===== config.mk =====
export PLATFORM = sky130hd
export DESIGN_NAME = anlts_dev_flat
export DESIGN_NICKNAME = d
export VERILOG_FILES = /design/src/anlts_pkg.sv /design/src/anlts_if.sv /design/src/anlts_dev.sv /design/src/flat_wrapper.sv
export SDC_FILE = /design/constraint.sdc
export NUM_CORES = 1
export LEC_CHECK = 0
export BUFFER_PORTS_ARGS = -buffer_cell sky130_fd_sc_hd__buf_2
export CORE_AREA = 2 2 65 67
export DETAILED_ROUTE_END_ITERATION = 10
export DIE_AREA = 0 0 67 69
export MAX_ROUTING_LAYER = met4
export PLACE_DENSITY = 0.85
export SLEW_MARGIN = 20
export SYNTH_ARGS = -nofsm -noshare
export SYNTH_HDL_FRONTEND = slang
export SYNTH_SLANG_ARGS = --single-unit

===== constraint.sdc =====
create_clock -name mclk_in -period 2.6 [get_ports mclk_in]
set_clock_uncertainty 0.2 [all_clocks]
set_input_delay 0.39 -clock mclk_in [delete_from_list [all_inputs] [get_ports mclk_in]]
set_output_delay 0.39 -clock mclk_in [all_outputs]
set_load 0.02 [all_outputs]

===== src/anlts_pkg.sv =====
package anlts_pkg;
	// -------------------------------------------------------------
	// link timer
	// -------------------------------------------------------------
	localparam int TIMER_W = 9;
	localparam int TICK_CYCLES = 4096;
	localparam int TICK_W = 12;
	localparam logic [TIMER_W-1:0] TIMER_RST = 9'h000;

	// -------------------------------------------------------------
	// standards and timer states
	// -------------------------------------------------------------
	typedef enum logic {
		ANLTS_BASEX,
		ANLTS_SGMII
	} anlts_std_e;

	typedef enum logic {
		ANLTS_IDLE,
		ANLTS_RUN
	} anlts_tmr_e;

	// -------------------------------------------------------------
	// avalon register map of the management controller (word index)
	// -------------------------------------------------------------
	localparam int ADDR_W = 3;
	localparam logic [ADDR_W-1:0] REG_TIMER = 3'h0;
	localparam logic [ADDR_W-1:0] REG_TIMERS_DYN = 3'h1;
	localparam logic [ADDR_W-1:0] REG_STRAP = 3'h2;
	localparam logic [ADDR_W-1:0] REG_COMMAND = 3'h3;
	localparam logic [ADDR_W-1:0] REG_STATUS = 3'h4;

	// field positions
	localparam int SGMII_LSB = 16;
	localparam int CMD_IRQ_EN = 0;
	localparam int CMD_IRQ_CLR = 1;
	localparam int CMD_STD = 2;
	localparam int CMD_STD_WR = 3;
	localparam int CMD_RESTART = 4;
	localparam int ST_IRQ = 0;
	localparam int ST_STD = 1;
	localparam int ST_BUSY = 2;

	// reset values
	localparam logic [31:0] TIMERS_DYN_RST = 32'h0000_0000;
	localparam logic STRAP_RST = 1'b0;
endpackage : anlts_pkg


===== src/anlts_if.sv =====
`timescale 1ns/1ps
interface anlts_if;
	logic [anlts_pkg::TIMER_W-1:0] link_timer_value;
	logic [anlts_pkg::TIMER_W-1:0] link_timer_basex;
	logic [anlts_pkg::TIMER_W-1:0] link_timer_sgmii;
	logic std_strap;
	logic cmd_valid;
	logic cmd_irq_enable;
	logic cmd_irq_clear;
	logic cmd_std_write;
	logic cmd_std;
	logic cmd_restart;
	logic autoneg_done_irq;
	logic std_active;
	logic timer_busy;

	modport dev (
		input link_timer_value,
		input link_timer_basex,
		input link_timer_sgmii,
		input std_strap,
		input cmd_valid,
		input cmd_irq_enable,
		input cmd_irq_clear,
		input cmd_std_write,
		input cmd_std,
		input cmd_restart,
		output autoneg_done_irq,
		output std_active,
		output timer_busy
	);

	modport mgr (
		output link_timer_value,
		output link_timer_basex,
		output link_timer_sgmii,
		output std_strap,
		output cmd_valid,
		output cmd_irq_enable,
		output cmd_irq_clear,
		output cmd_std_write,
		output cmd_std,
		output cmd_restart,
		input autoneg_done_irq,
		input std_active,
		input timer_busy
	);
endinterface : anlts_if


===== src/anlts_dev.sv =====
// Behaviour
// (RQ1) timer period is setting times 4096 clocks
// (RQ2) timer settings held constant by integrator
// (RQ3) dynamic mode uses two per-standard settings
// (RQ4) 1000BASE-X uses its own setting times 4096
// (RQ5) SGMII uses its own setting times 4096
// (RQ6) active-high interrupt on negotiation completion
// (RQ7) interrupt enabled, disabled, cleared by management
// (RQ8) strap picks standard leaving reset
// (RQ9) management writes may change standard later
// (RQ10) dynamic mode always keeps management port
// (RQ11) all signals synchronous to core clock
// (RQ12) timer restarts from zero, flags expiry
`timescale 1ns/1ps
module anlts_dev #(
	parameter bit DYN_SWITCH = 1'b1,
	parameter int TICK_CYCLES = anlts_pkg::TICK_CYCLES
) (
	input wire logic mclk_in,
	input wire logic rstn_in,
	anlts_if.dev link,
	output logic expiry_out,
	output logic std_sgmii_out
);
	// -------------------------------------------------------------
	// declarations
	// -------------------------------------------------------------
	localparam int TW = anlts_pkg::TIMER_W;
	localparam int KW = anlts_pkg::TICK_W;
	localparam logic [KW-1:0] TICK_LAST = KW'(TICK_CYCLES - 1);

	anlts_pkg::anlts_tmr_e state;
	anlts_pkg::anlts_tmr_e next_state;
	logic [KW-1:0] tick;
	logic [KW-1:0] next_tick;
	logic [TW-1:0] units;
	logic [TW-1:0] next_units;
	logic [TW-1:0] period;
	logic [TW-1:0] next_period;
	logic expire;
	logic next_expire;

	anlts_pkg::anlts_std_e std;
	anlts_pkg::anlts_std_e next_std;
	logic strap_taken;
	logic next_strap_taken;

	logic irq_pending;
	logic next_irq_pending;
	logic irq_enable;
	logic next_irq_enable;
	logic irq_out;
	logic next_irq_out;

	logic [TW-1:0] setting;
	logic restart;

	// -------------------------------------------------------------
	// timer setting selection
	// -------------------------------------------------------------
	// the settings are sampled only at restart, so a setting that
	// moves mid-interval cannot shorten the running one
	always_comb
	begin
		if (DYN_SWITCH)
		begin
			// the single setting is not used in dynamic mode
			if (std == anlts_pkg::ANLTS_SGMII)
				setting = link.link_timer_sgmii; // see RQ5 see RQ3
			else
				setting = link.link_timer_basex; // see RQ4 see RQ3
		end
		else
		begin
			setting = link.link_timer_value; // see RQ1 see RQ2
		end
	end

	// commands arrive from logic on this same clock: no sync needed
	assign restart = link.cmd_valid & link.cmd_restart; // see RQ11

	// -------------------------------------------------------------
	// link timer
	// -------------------------------------------------------------
	always_comb
	begin
		next_state = state;
		next_tick = tick;
		next_units = units;
		next_period = period;
		next_expire = 1'b0;
		unique case (state)
			anlts_pkg::ANLTS_IDLE:
			begin
				if (restart)
				begin
					next_state = anlts_pkg::ANLTS_RUN;
					next_tick = '0; // see RQ12
					next_units = '0;
					next_period = setting;
				end
			end
			anlts_pkg::ANLTS_RUN:
			begin
				if (restart)
				begin
					// a new interval throws away the old count
					next_tick = '0; // see RQ12
					next_units = '0;
					next_period = setting;
				end
				else if (period == anlts_pkg::TIMER_RST)
				begin
					// a zero setting expires at once
					next_state = anlts_pkg::ANLTS_IDLE;
					next_expire = 1'b1;
				end
				else if (tick == TICK_LAST)
				begin
					// one unit is TICK_CYCLES clocks
					next_tick = '0; // see RQ1
					next_units = units + 1'b1;
					if (units + 1'b1 == period)
					begin
						next_state = anlts_pkg::ANLTS_IDLE;
						next_expire = 1'b1; // see RQ12
					end
				end
				else
				begin
					next_tick = tick + 1'b1;
				end
			end
		endcase
	end

	always_ff @(posedge mclk_in or negedge rstn_in)
	begin
		if (!rstn_in)
		begin
			state <= anlts_pkg::ANLTS_IDLE;
			tick <= '0;
			units <= '0;
			period <= anlts_pkg::TIMER_RST;
			expire <= 1'b0;
		end
		else
		begin
			state <= next_state;
			tick <= next_tick;
			units <= next_units;
			period <= next_period;
			expire <= next_expire;
		end
	end

	// -------------------------------------------------------------
	// standard selection
	// -------------------------------------------------------------
	// the strap is caught at the first edge after release, never
	// loaded under the asynchronous reset itself
	always_comb
	begin
		next_std = std;
		next_strap_taken = 1'b1;
		if (!strap_taken)
		begin
			if (link.std_strap)
				next_std = anlts_pkg::ANLTS_SGMII; // see RQ8
			else
				next_std = anlts_pkg::ANLTS_BASEX; // see RQ8
		end
		else if (DYN_SWITCH && link.cmd_valid && link.cmd_std_write)
		begin
			// in dynamic mode the management port is live once the strap is taken; the strap wins at the first edge
			if (link.cmd_std)
				next_std = anlts_pkg::ANLTS_SGMII; // see RQ9 see RQ10
			else
				next_std = anlts_pkg::ANLTS_BASEX; // see RQ9 see RQ10
		end
	end

	always_ff @(posedge mclk_in or negedge rstn_in)
	begin
		if (!rstn_in)
		begin
			std <= anlts_pkg::ANLTS_BASEX;
			strap_taken <= 1'b0;
		end
		else
		begin
			std <= next_std;
			strap_taken <= next_strap_taken;
		end
	end

	// -------------------------------------------------------------
	// completion interrupt
	// -------------------------------------------------------------
	always_comb
	begin
		next_irq_pending = irq_pending;
		next_irq_enable = irq_enable;
		if (link.cmd_valid)
		begin
			next_irq_enable = link.cmd_irq_enable; // see RQ7
			if (link.cmd_irq_clear)
				next_irq_pending = 1'b0; // see RQ7
		end
		// a completion in the clearing cycle is kept
		if (expire)
			next_irq_pending = 1'b1; // see RQ6
		next_irq_out = next_irq_pending & next_irq_enable; // see RQ6
	end

	always_ff @(posedge mclk_in or negedge rstn_in)
	begin
		if (!rstn_in)
		begin
			irq_pending <= 1'b0;
			irq_enable <= 1'b0;
			irq_out <= 1'b0;
		end
		else
		begin
			irq_pending <= next_irq_pending;
			irq_enable <= next_irq_enable;
			irq_out <= next_irq_out;
		end
	end

	// -------------------------------------------------------------
	// outputs
	// -------------------------------------------------------------
	assign link.autoneg_done_irq = irq_out;
	assign link.std_active = (std == anlts_pkg::ANLTS_SGMII);
	assign link.timer_busy = (state == anlts_pkg::ANLTS_RUN);
	assign expiry_out = expire;
	assign std_sgmii_out = (std == anlts_pkg::ANLTS_SGMII);
endmodule : anlts_dev


===== src/flat_wrapper.sv =====
// flat-port wrapper written by rule: the top's interface ports become plain ports
module anlts_dev_flat 
#(
	parameter bit DYN_SWITCH = 1'b1,
	parameter int TICK_CYCLES = anlts_pkg::TICK_CYCLES
)
  (mclk_in, rstn_in, expiry_out, std_sgmii_out, link_link_timer_value, link_link_timer_basex, link_link_timer_sgmii, link_std_strap, link_cmd_valid, link_cmd_irq_enable, link_cmd_irq_clear, link_cmd_std_write, link_cmd_std, link_cmd_restart, link_autoneg_done_irq, link_std_active, link_timer_busy);
  anlts_if link_i ();
  input wire logic mclk_in;
  input wire logic rstn_in;
  output logic expiry_out;
  output logic std_sgmii_out;
  input wire logic [$bits(link_i.link_timer_value)-1:0] link_link_timer_value;
  input wire logic [$bits(link_i.link_timer_basex)-1:0] link_link_timer_basex;
  input wire logic [$bits(link_i.link_timer_sgmii)-1:0] link_link_timer_sgmii;
  input wire logic [$bits(link_i.std_strap)-1:0] link_std_strap;
  input wire logic [$bits(link_i.cmd_valid)-1:0] link_cmd_valid;
  input wire logic [$bits(link_i.cmd_irq_enable)-1:0] link_cmd_irq_enable;
  input wire logic [$bits(link_i.cmd_irq_clear)-1:0] link_cmd_irq_clear;
  input wire logic [$bits(link_i.cmd_std_write)-1:0] link_cmd_std_write;
  input wire logic [$bits(link_i.cmd_std)-1:0] link_cmd_std;
  input wire logic [$bits(link_i.cmd_restart)-1:0] link_cmd_restart;
  output wire logic [$bits(link_i.autoneg_done_irq)-1:0] link_autoneg_done_irq;
  output wire logic [$bits(link_i.std_active)-1:0] link_std_active;
  output wire logic [$bits(link_i.timer_busy)-1:0] link_timer_busy;
  assign link_i.link_timer_value = link_link_timer_value;
  assign link_i.link_timer_basex = link_link_timer_basex;
  assign link_i.link_timer_sgmii = link_link_timer_sgmii;
  assign link_i.std_strap = link_std_strap;
  assign link_i.cmd_valid = link_cmd_valid;
  assign link_i.cmd_irq_enable = link_cmd_irq_enable;
  assign link_i.cmd_irq_clear = link_cmd_irq_clear;
  assign link_i.cmd_std_write = link_cmd_std_write;
  assign link_i.cmd_std = link_cmd_std;
  assign link_i.cmd_restart = link_cmd_restart;
  assign link_autoneg_done_irq = link_i.autoneg_done_irq;
  assign link_std_active = link_i.std_active;
  assign link_timer_busy = link_i.timer_busy;
  anlts_dev #(.DYN_SWITCH(DYN_SWITCH), .TICK_CYCLES(TICK_CYCLES)) u_core (.mclk_in(mclk_in), .rstn_in(rstn_in), .link(link_i), .expiry_out(expiry_out), .std_sgmii_out(std_sgmii_out));
endmodule

Word level (Yosys, flattened, before mapping)
Index checks and enable logic that the tools add are counted.
{"block": "classes", "n_reduce_logical": 4, "bitwise_logic": 3, "n_mux": 31, "addsub": 2, "eq_ne": 6}
{"op": "9-bit two-way mux", "n": 6}
{"op": "12-bit two-way mux", "n": 4}
{"op": "12-bit case mux with 2 select lines", "n": 1}
{"op": "1-bit two-way mux", "n": 18}
{"op": "9-bit case mux with 2 select lines", "n": 1}
{"op": "12-bit by 1-bit adder with 12-bit output (second input constant)", "n": 1}
{"op": "12-bit equality test (second input constant)", "n": 1}
{"op": "9-bit by 1-bit adder with 9-bit output (second input constant)", "n": 1}
{"op": "9-bit equality test", "n": 1}
{"op": "9-bit zero test", "n": 1}
{"op": "3-bit != test (second input constant)", "n": 2}
{"op": "3-bit AND reduction", "n": 1}
{"op": "1-bit bitwise AND", "n": 2}
{"op": "2-bit by 1-bit != test with 1-bit output (second input constant)", "n": 1}
{"op": "2-bit != test (second input constant)", "n": 1}
{"op": "1-bit case mux with 2 select lines", "n": 1}
{"op": "2-bit AND reduction", "n": 1}
{"op": "1-bit logical AND", "n": 1}
{"op": "1-bit NOT", "n": 1}
{"block": "totals", "register_bits": 37, "output_inout_bits": 5, "wordCells": 56, "in_bits": 36}

Longest topological paths before layout
{"block": "depth", "depth_word": 7, "ltp_mapped": 7}

Worst setup path before layout
No wires, ideal clock.
{"block": "synth_path", "path_type": "register to register", "start": "register u_core.units[0]", "end": "register u_core.state (netlist: u_core.link.timer_busy)", "setup_ps": 118, "synth_period_minus_slack_ps": 2264, "stages_incl_launch_ff": 8, "arrival_ps": 1946, "n_path_buf": 1, "path_slack_ps": 336, "cell_sequence": "dfrtp_1 -> ha_1 -> buf_4 -> or3b_1 -> a211oi_2 -> nor3_1 -> or4_4 -> a21o_1"}
{"block": "synth_between", "elab_chain_len": 7}
{"element": "start, declared", "line": "anlts_dev.sv:36", "rtl": "logic [TW-1:0] units;"}
{"element": "start signal, assigned", "line": "anlts_dev.sv:151", "rtl": "units <= next_units;"}
{"element": "9-bit by 1-bit adder with 9-bit output", "line": "anlts_dev.sv:123", "rtl": "if (units + 1'b1 == period)"}
{"element": "9-bit equality test", "line": "anlts_dev.sv:123"}
{"element": "1-bit two-way mux", "line": "anlts_dev.sv:123"}
{"element": "1-bit two-way mux", "line": "anlts_dev.sv:118", "rtl": "else if (tick == TICK_LAST)"}
{"element": "1-bit two-way mux", "line": "anlts_dev.sv:112", "rtl": "else if (period == anlts_pkg::TIMER_RST)"}
{"element": "1-bit two-way mux", "line": "anlts_dev.sv:105", "rtl": "if (restart)"}
{"element": "1-bit case mux with 2 select lines", "line": "anlts_dev.sv:92", "rtl": "unique case (state)"}
{"element": "via u_core.next_state", "line": "anlts_dev.sv:33", "rtl": "anlts_pkg::anlts_tmr_e next_state;"}
{"element": "end signal, assigned", "line": "anlts_dev.sv:141", "rtl": "state <= anlts_pkg::ANLTS_IDLE;"}
{"element": "end signal, assigned", "line": "anlts_dev.sv:149", "rtl": "state <= next_state;"}
{"element": "end, declared", "line": "anlts_dev.sv:32", "rtl": "anlts_pkg::anlts_tmr_e state;"}
The timed path passes the listed nets, and every way through them passes these cells.
A chain may end at the register's enable or synchronous reset.

Final worst setup path
{"block": "layout_path", "start": "register u_core.units[1]", "end": "register u_core.state (netlist: u_core.link.timer_busy)"}
The elaborated chain is that of the path after synthesis.

==> flow_summary.yaml <==
layout:
  final_util_pct: 60.20
  area_growth_pct: 15.31
  design_area_um2: 2356
  nFillCells: 355
  final_nets: 291
  layout_commonest_cell: "dfrtp_1"
  final_cell_mix: "dfrtp_1 (37), buf_2 (31), o21ai_0 (26)"
  diodes: 0
  drive_gt1_share_pct: 20.47
yosys:
  syn_inst: 219
  synth.cell_area_um2: 2043
  synth_mux_area_share_pct: 5.450
  synth.avg_cell_area_um2: 9.330
  ys_types: 43
  synth_top_family_by_area: "simple AND/OR/NAND/NOR gates"
  synth-seq-cells: 37
  syn_nets: 257
  synthAdderAreaFrac_pct: 1.225
  synth-simple-area-share_pct: 20.58
  synth-xor-area-share_pct: 8.145
  synth_edf_count: 0
  yosysWarnings: 0
  synth-compound-area-share_pct: 15.31
  yosysSeqAreaShare_pct: 45.32
  ys.flop_type: "dfrtp_1"
  synthArstFlopShare_pct: 100.0
floorplanning:
  dieArea_um2: 4623
  io_pins: 41
  rows: 23
  die_h_um: 69
  core_area_um2: 3914
  dieWidth_um: 67
  start_util_pct: 52.21
routing:
  route.detailed.drc: 0
  via_count: 1641
  postRouteAntennaNets: 0
  vias_per_cell: 5.398
  wl_per_cell_um: 13.34
  wirelength_um: 4055
  first_iter_violations: 128
  firstDrtPassIters: 4
min_path:
  hold_class: "input pin to async pin"
global_routing:
  grt-ovfl-total: 0
  grt_max_degree: 38
  grt.total_usage_pct: 21.01
  grt_pass1_vias: 1654
  grt_pass1_wl_um: 7341
  antenna_found_initial: 0
sta:
  tns_ns: 0
  rsz0062_at_grt: "false"
  setup_violations: 0
  fin_crit_sh_pct: 91.87
  fin_crit_ns: 2.389
  whs_ns: -0.01475
  slew_headroom_pct: 42.81
  fin_ws_ns: 0.2114
  worst_pin_slew_ns: 0.8538
  finalHoldViolCount: 33
  fmax_ghz: 0.4187
  maxSlewViolCount: 0
pwr:
  power.density_nw_per_um2: 616.9
  p_total_mw: 1.454
  ir_drop_v: 0.0003640
  leakage_nw: 1.099
place:
  pre_cts_ws_ns: 0.2295
  gp_congestion: 0.8948
  numPortBuffers: 31
  place_area_um2: 2240
  hpwl_um: 3014
clock_network:
  h-tree-depth: 2
  insertion_delay_ns: 0.29
  numCtsBuffers: 5
  cts_resized: 0
  post_cts_buffers: 0
  clock-sinks: 37
  tritoncts: "yes"
  clockBufferDepth: 2
  hold_buffers: 0
  cts_root_buf: "clkbuf_8"
  cts.reportedPaths.clkPinSlew_ns: 0.07
status:
  violations: "negative hold slack"
  status: "complete, but fails checks"
worst_setup_path:
  critPathCaptureType: "register"
  cp.required_ns: 2.58
  cp-start-kind: "register"
  crit_arrival_ns: 2.37
  crit_fanout: 8
  crit_type: "register to register"
run:
  maxCapViolCount: 0
==> through the flow <==
| step | hold WS, ns | cells |
|---|---|---|
| 4_1_cts | 0.01043 | 304 |
| 3_3_place_gp | 0.2266 | 296 |
| 3_5_place_dp | 0.2306 | 296 |
| 5_1_grt | 0.04643 | 304 |
| 2_1_floorplan | -0.1056 | 219 |
| 6_report | -0.01475 | 304 |
==> cell families (layout without fill, tap and decap cells) <==
logic type	count (synthesis)	after routing
simple gates	86	86
compound gates	49	49
flops	37	37
xor+xnor	19	19
buf+inv	14	49
mux	11	11
fa+ha+maj	2	2
other cells	1	1
==> final cells by class <==
type / count / area, µm² / share of cell area, %
timing repair buffer: 36 / 192.7 / 8.178
clock inverter: 1 / 30.03 / 1.275
multi-input combinational: 168 / 1040 / 44.13
clock buffer: 7 / 86.33 / 3.664
sequential: 37 / 925.9 / 39.30
tap: 50 / 62.56 / 2.655
inverter: 5 / 18.77 / 0.7966
==> worst max-delay path: stages (launching register included) <==
cell and delay (ns):
dfrtp_1 0.39, ha_1 0.35, or3b_1 0.40, a211oi_2 0.21, nor3_1 0.06, or4_4 0.49
a21o_1 0.18
==> final timing paths <==
| path | endpoint | depth (start not counted) | from | slack [ns] |
|---|---|---|---|---|
| worst max-delay path | u_core.link.timer_busy | 6 | u_core.units[1] | 0.21 |
| worst min-delay path | u_core.irq_enable | 1 | rstn_in | -0.01 |
| worst max register to register | u_core.link.timer_busy | 6 | u_core.units[1] | 0.21 |
| worst min register to register | u_core.link.std_active | 1 | u_core.strap_taken | 0.24 |
| max in group asynchronous | u_core.units[6] | 1 | rstn_in | 1.70 |
| min in group mclk_in | u_core.irq_enable | 2 | link_cmd_irq_enable | 0.15 |
==> state kept, by name, indices dropped and copies added (netlist names) <==
signal / cells
u_core.units: 9
u_core.irq_pending: 1
u_core.link.std_active: 1
u_core.link.autoneg_done_irq: 1
u_core.expiry_out: 1
u_core.link.timer_busy: 1
u_core.period: 9
u_core.strap_taken: 1
u_core.irq_enable: 1
u_core.tick: 12
==> synth_stat cells, drive strengths merged, types with 2 or more instances <==
library cell  instances  area (µm²)
and3                  4       27.52
ha                    2       25.02
a31oi                 4       25.02
nor3b                 2       15.01
o21ai                26       130.1
a21o                  2       15.01
xnor2                 2       17.52
nand2b                3       18.77
clkbuf                3       11.26
xor2                 17       148.9
nand4                 5       31.28
dfrtp                37       925.9
inv                   5       18.77
o2111ai               2       17.52
or3                   2       12.51
a21oi                 3       15.01
and2                  2       12.51
buf                   5       38.78
nor2                 21       78.83
nor3                  6       35.03
nand3                14       70.07
nand2                23       86.33
o31ai                 5       42.54
mux2i                10       100.1
==> where the power goes <==
part           switching [mW]  total, mW  internal, mW  leakage [nW]
logic                   0.139      0.251         0.112         0.555
clock network           0.194      0.507         0.313        0.0585
registers              0.0650      0.696         0.631         0.486
total                   0.398       1.45          1.06          1.10
==> per-layer routing <==
layer | routed length (µm) | global-route usage [%]
met1 | 1910 | 26.99
met2 | 1933 | 31.90
met3 | 118 | 5.383
met4 | 93 | 7.483
met5 | 0 | -
Power figures use the tool's default switching activity.
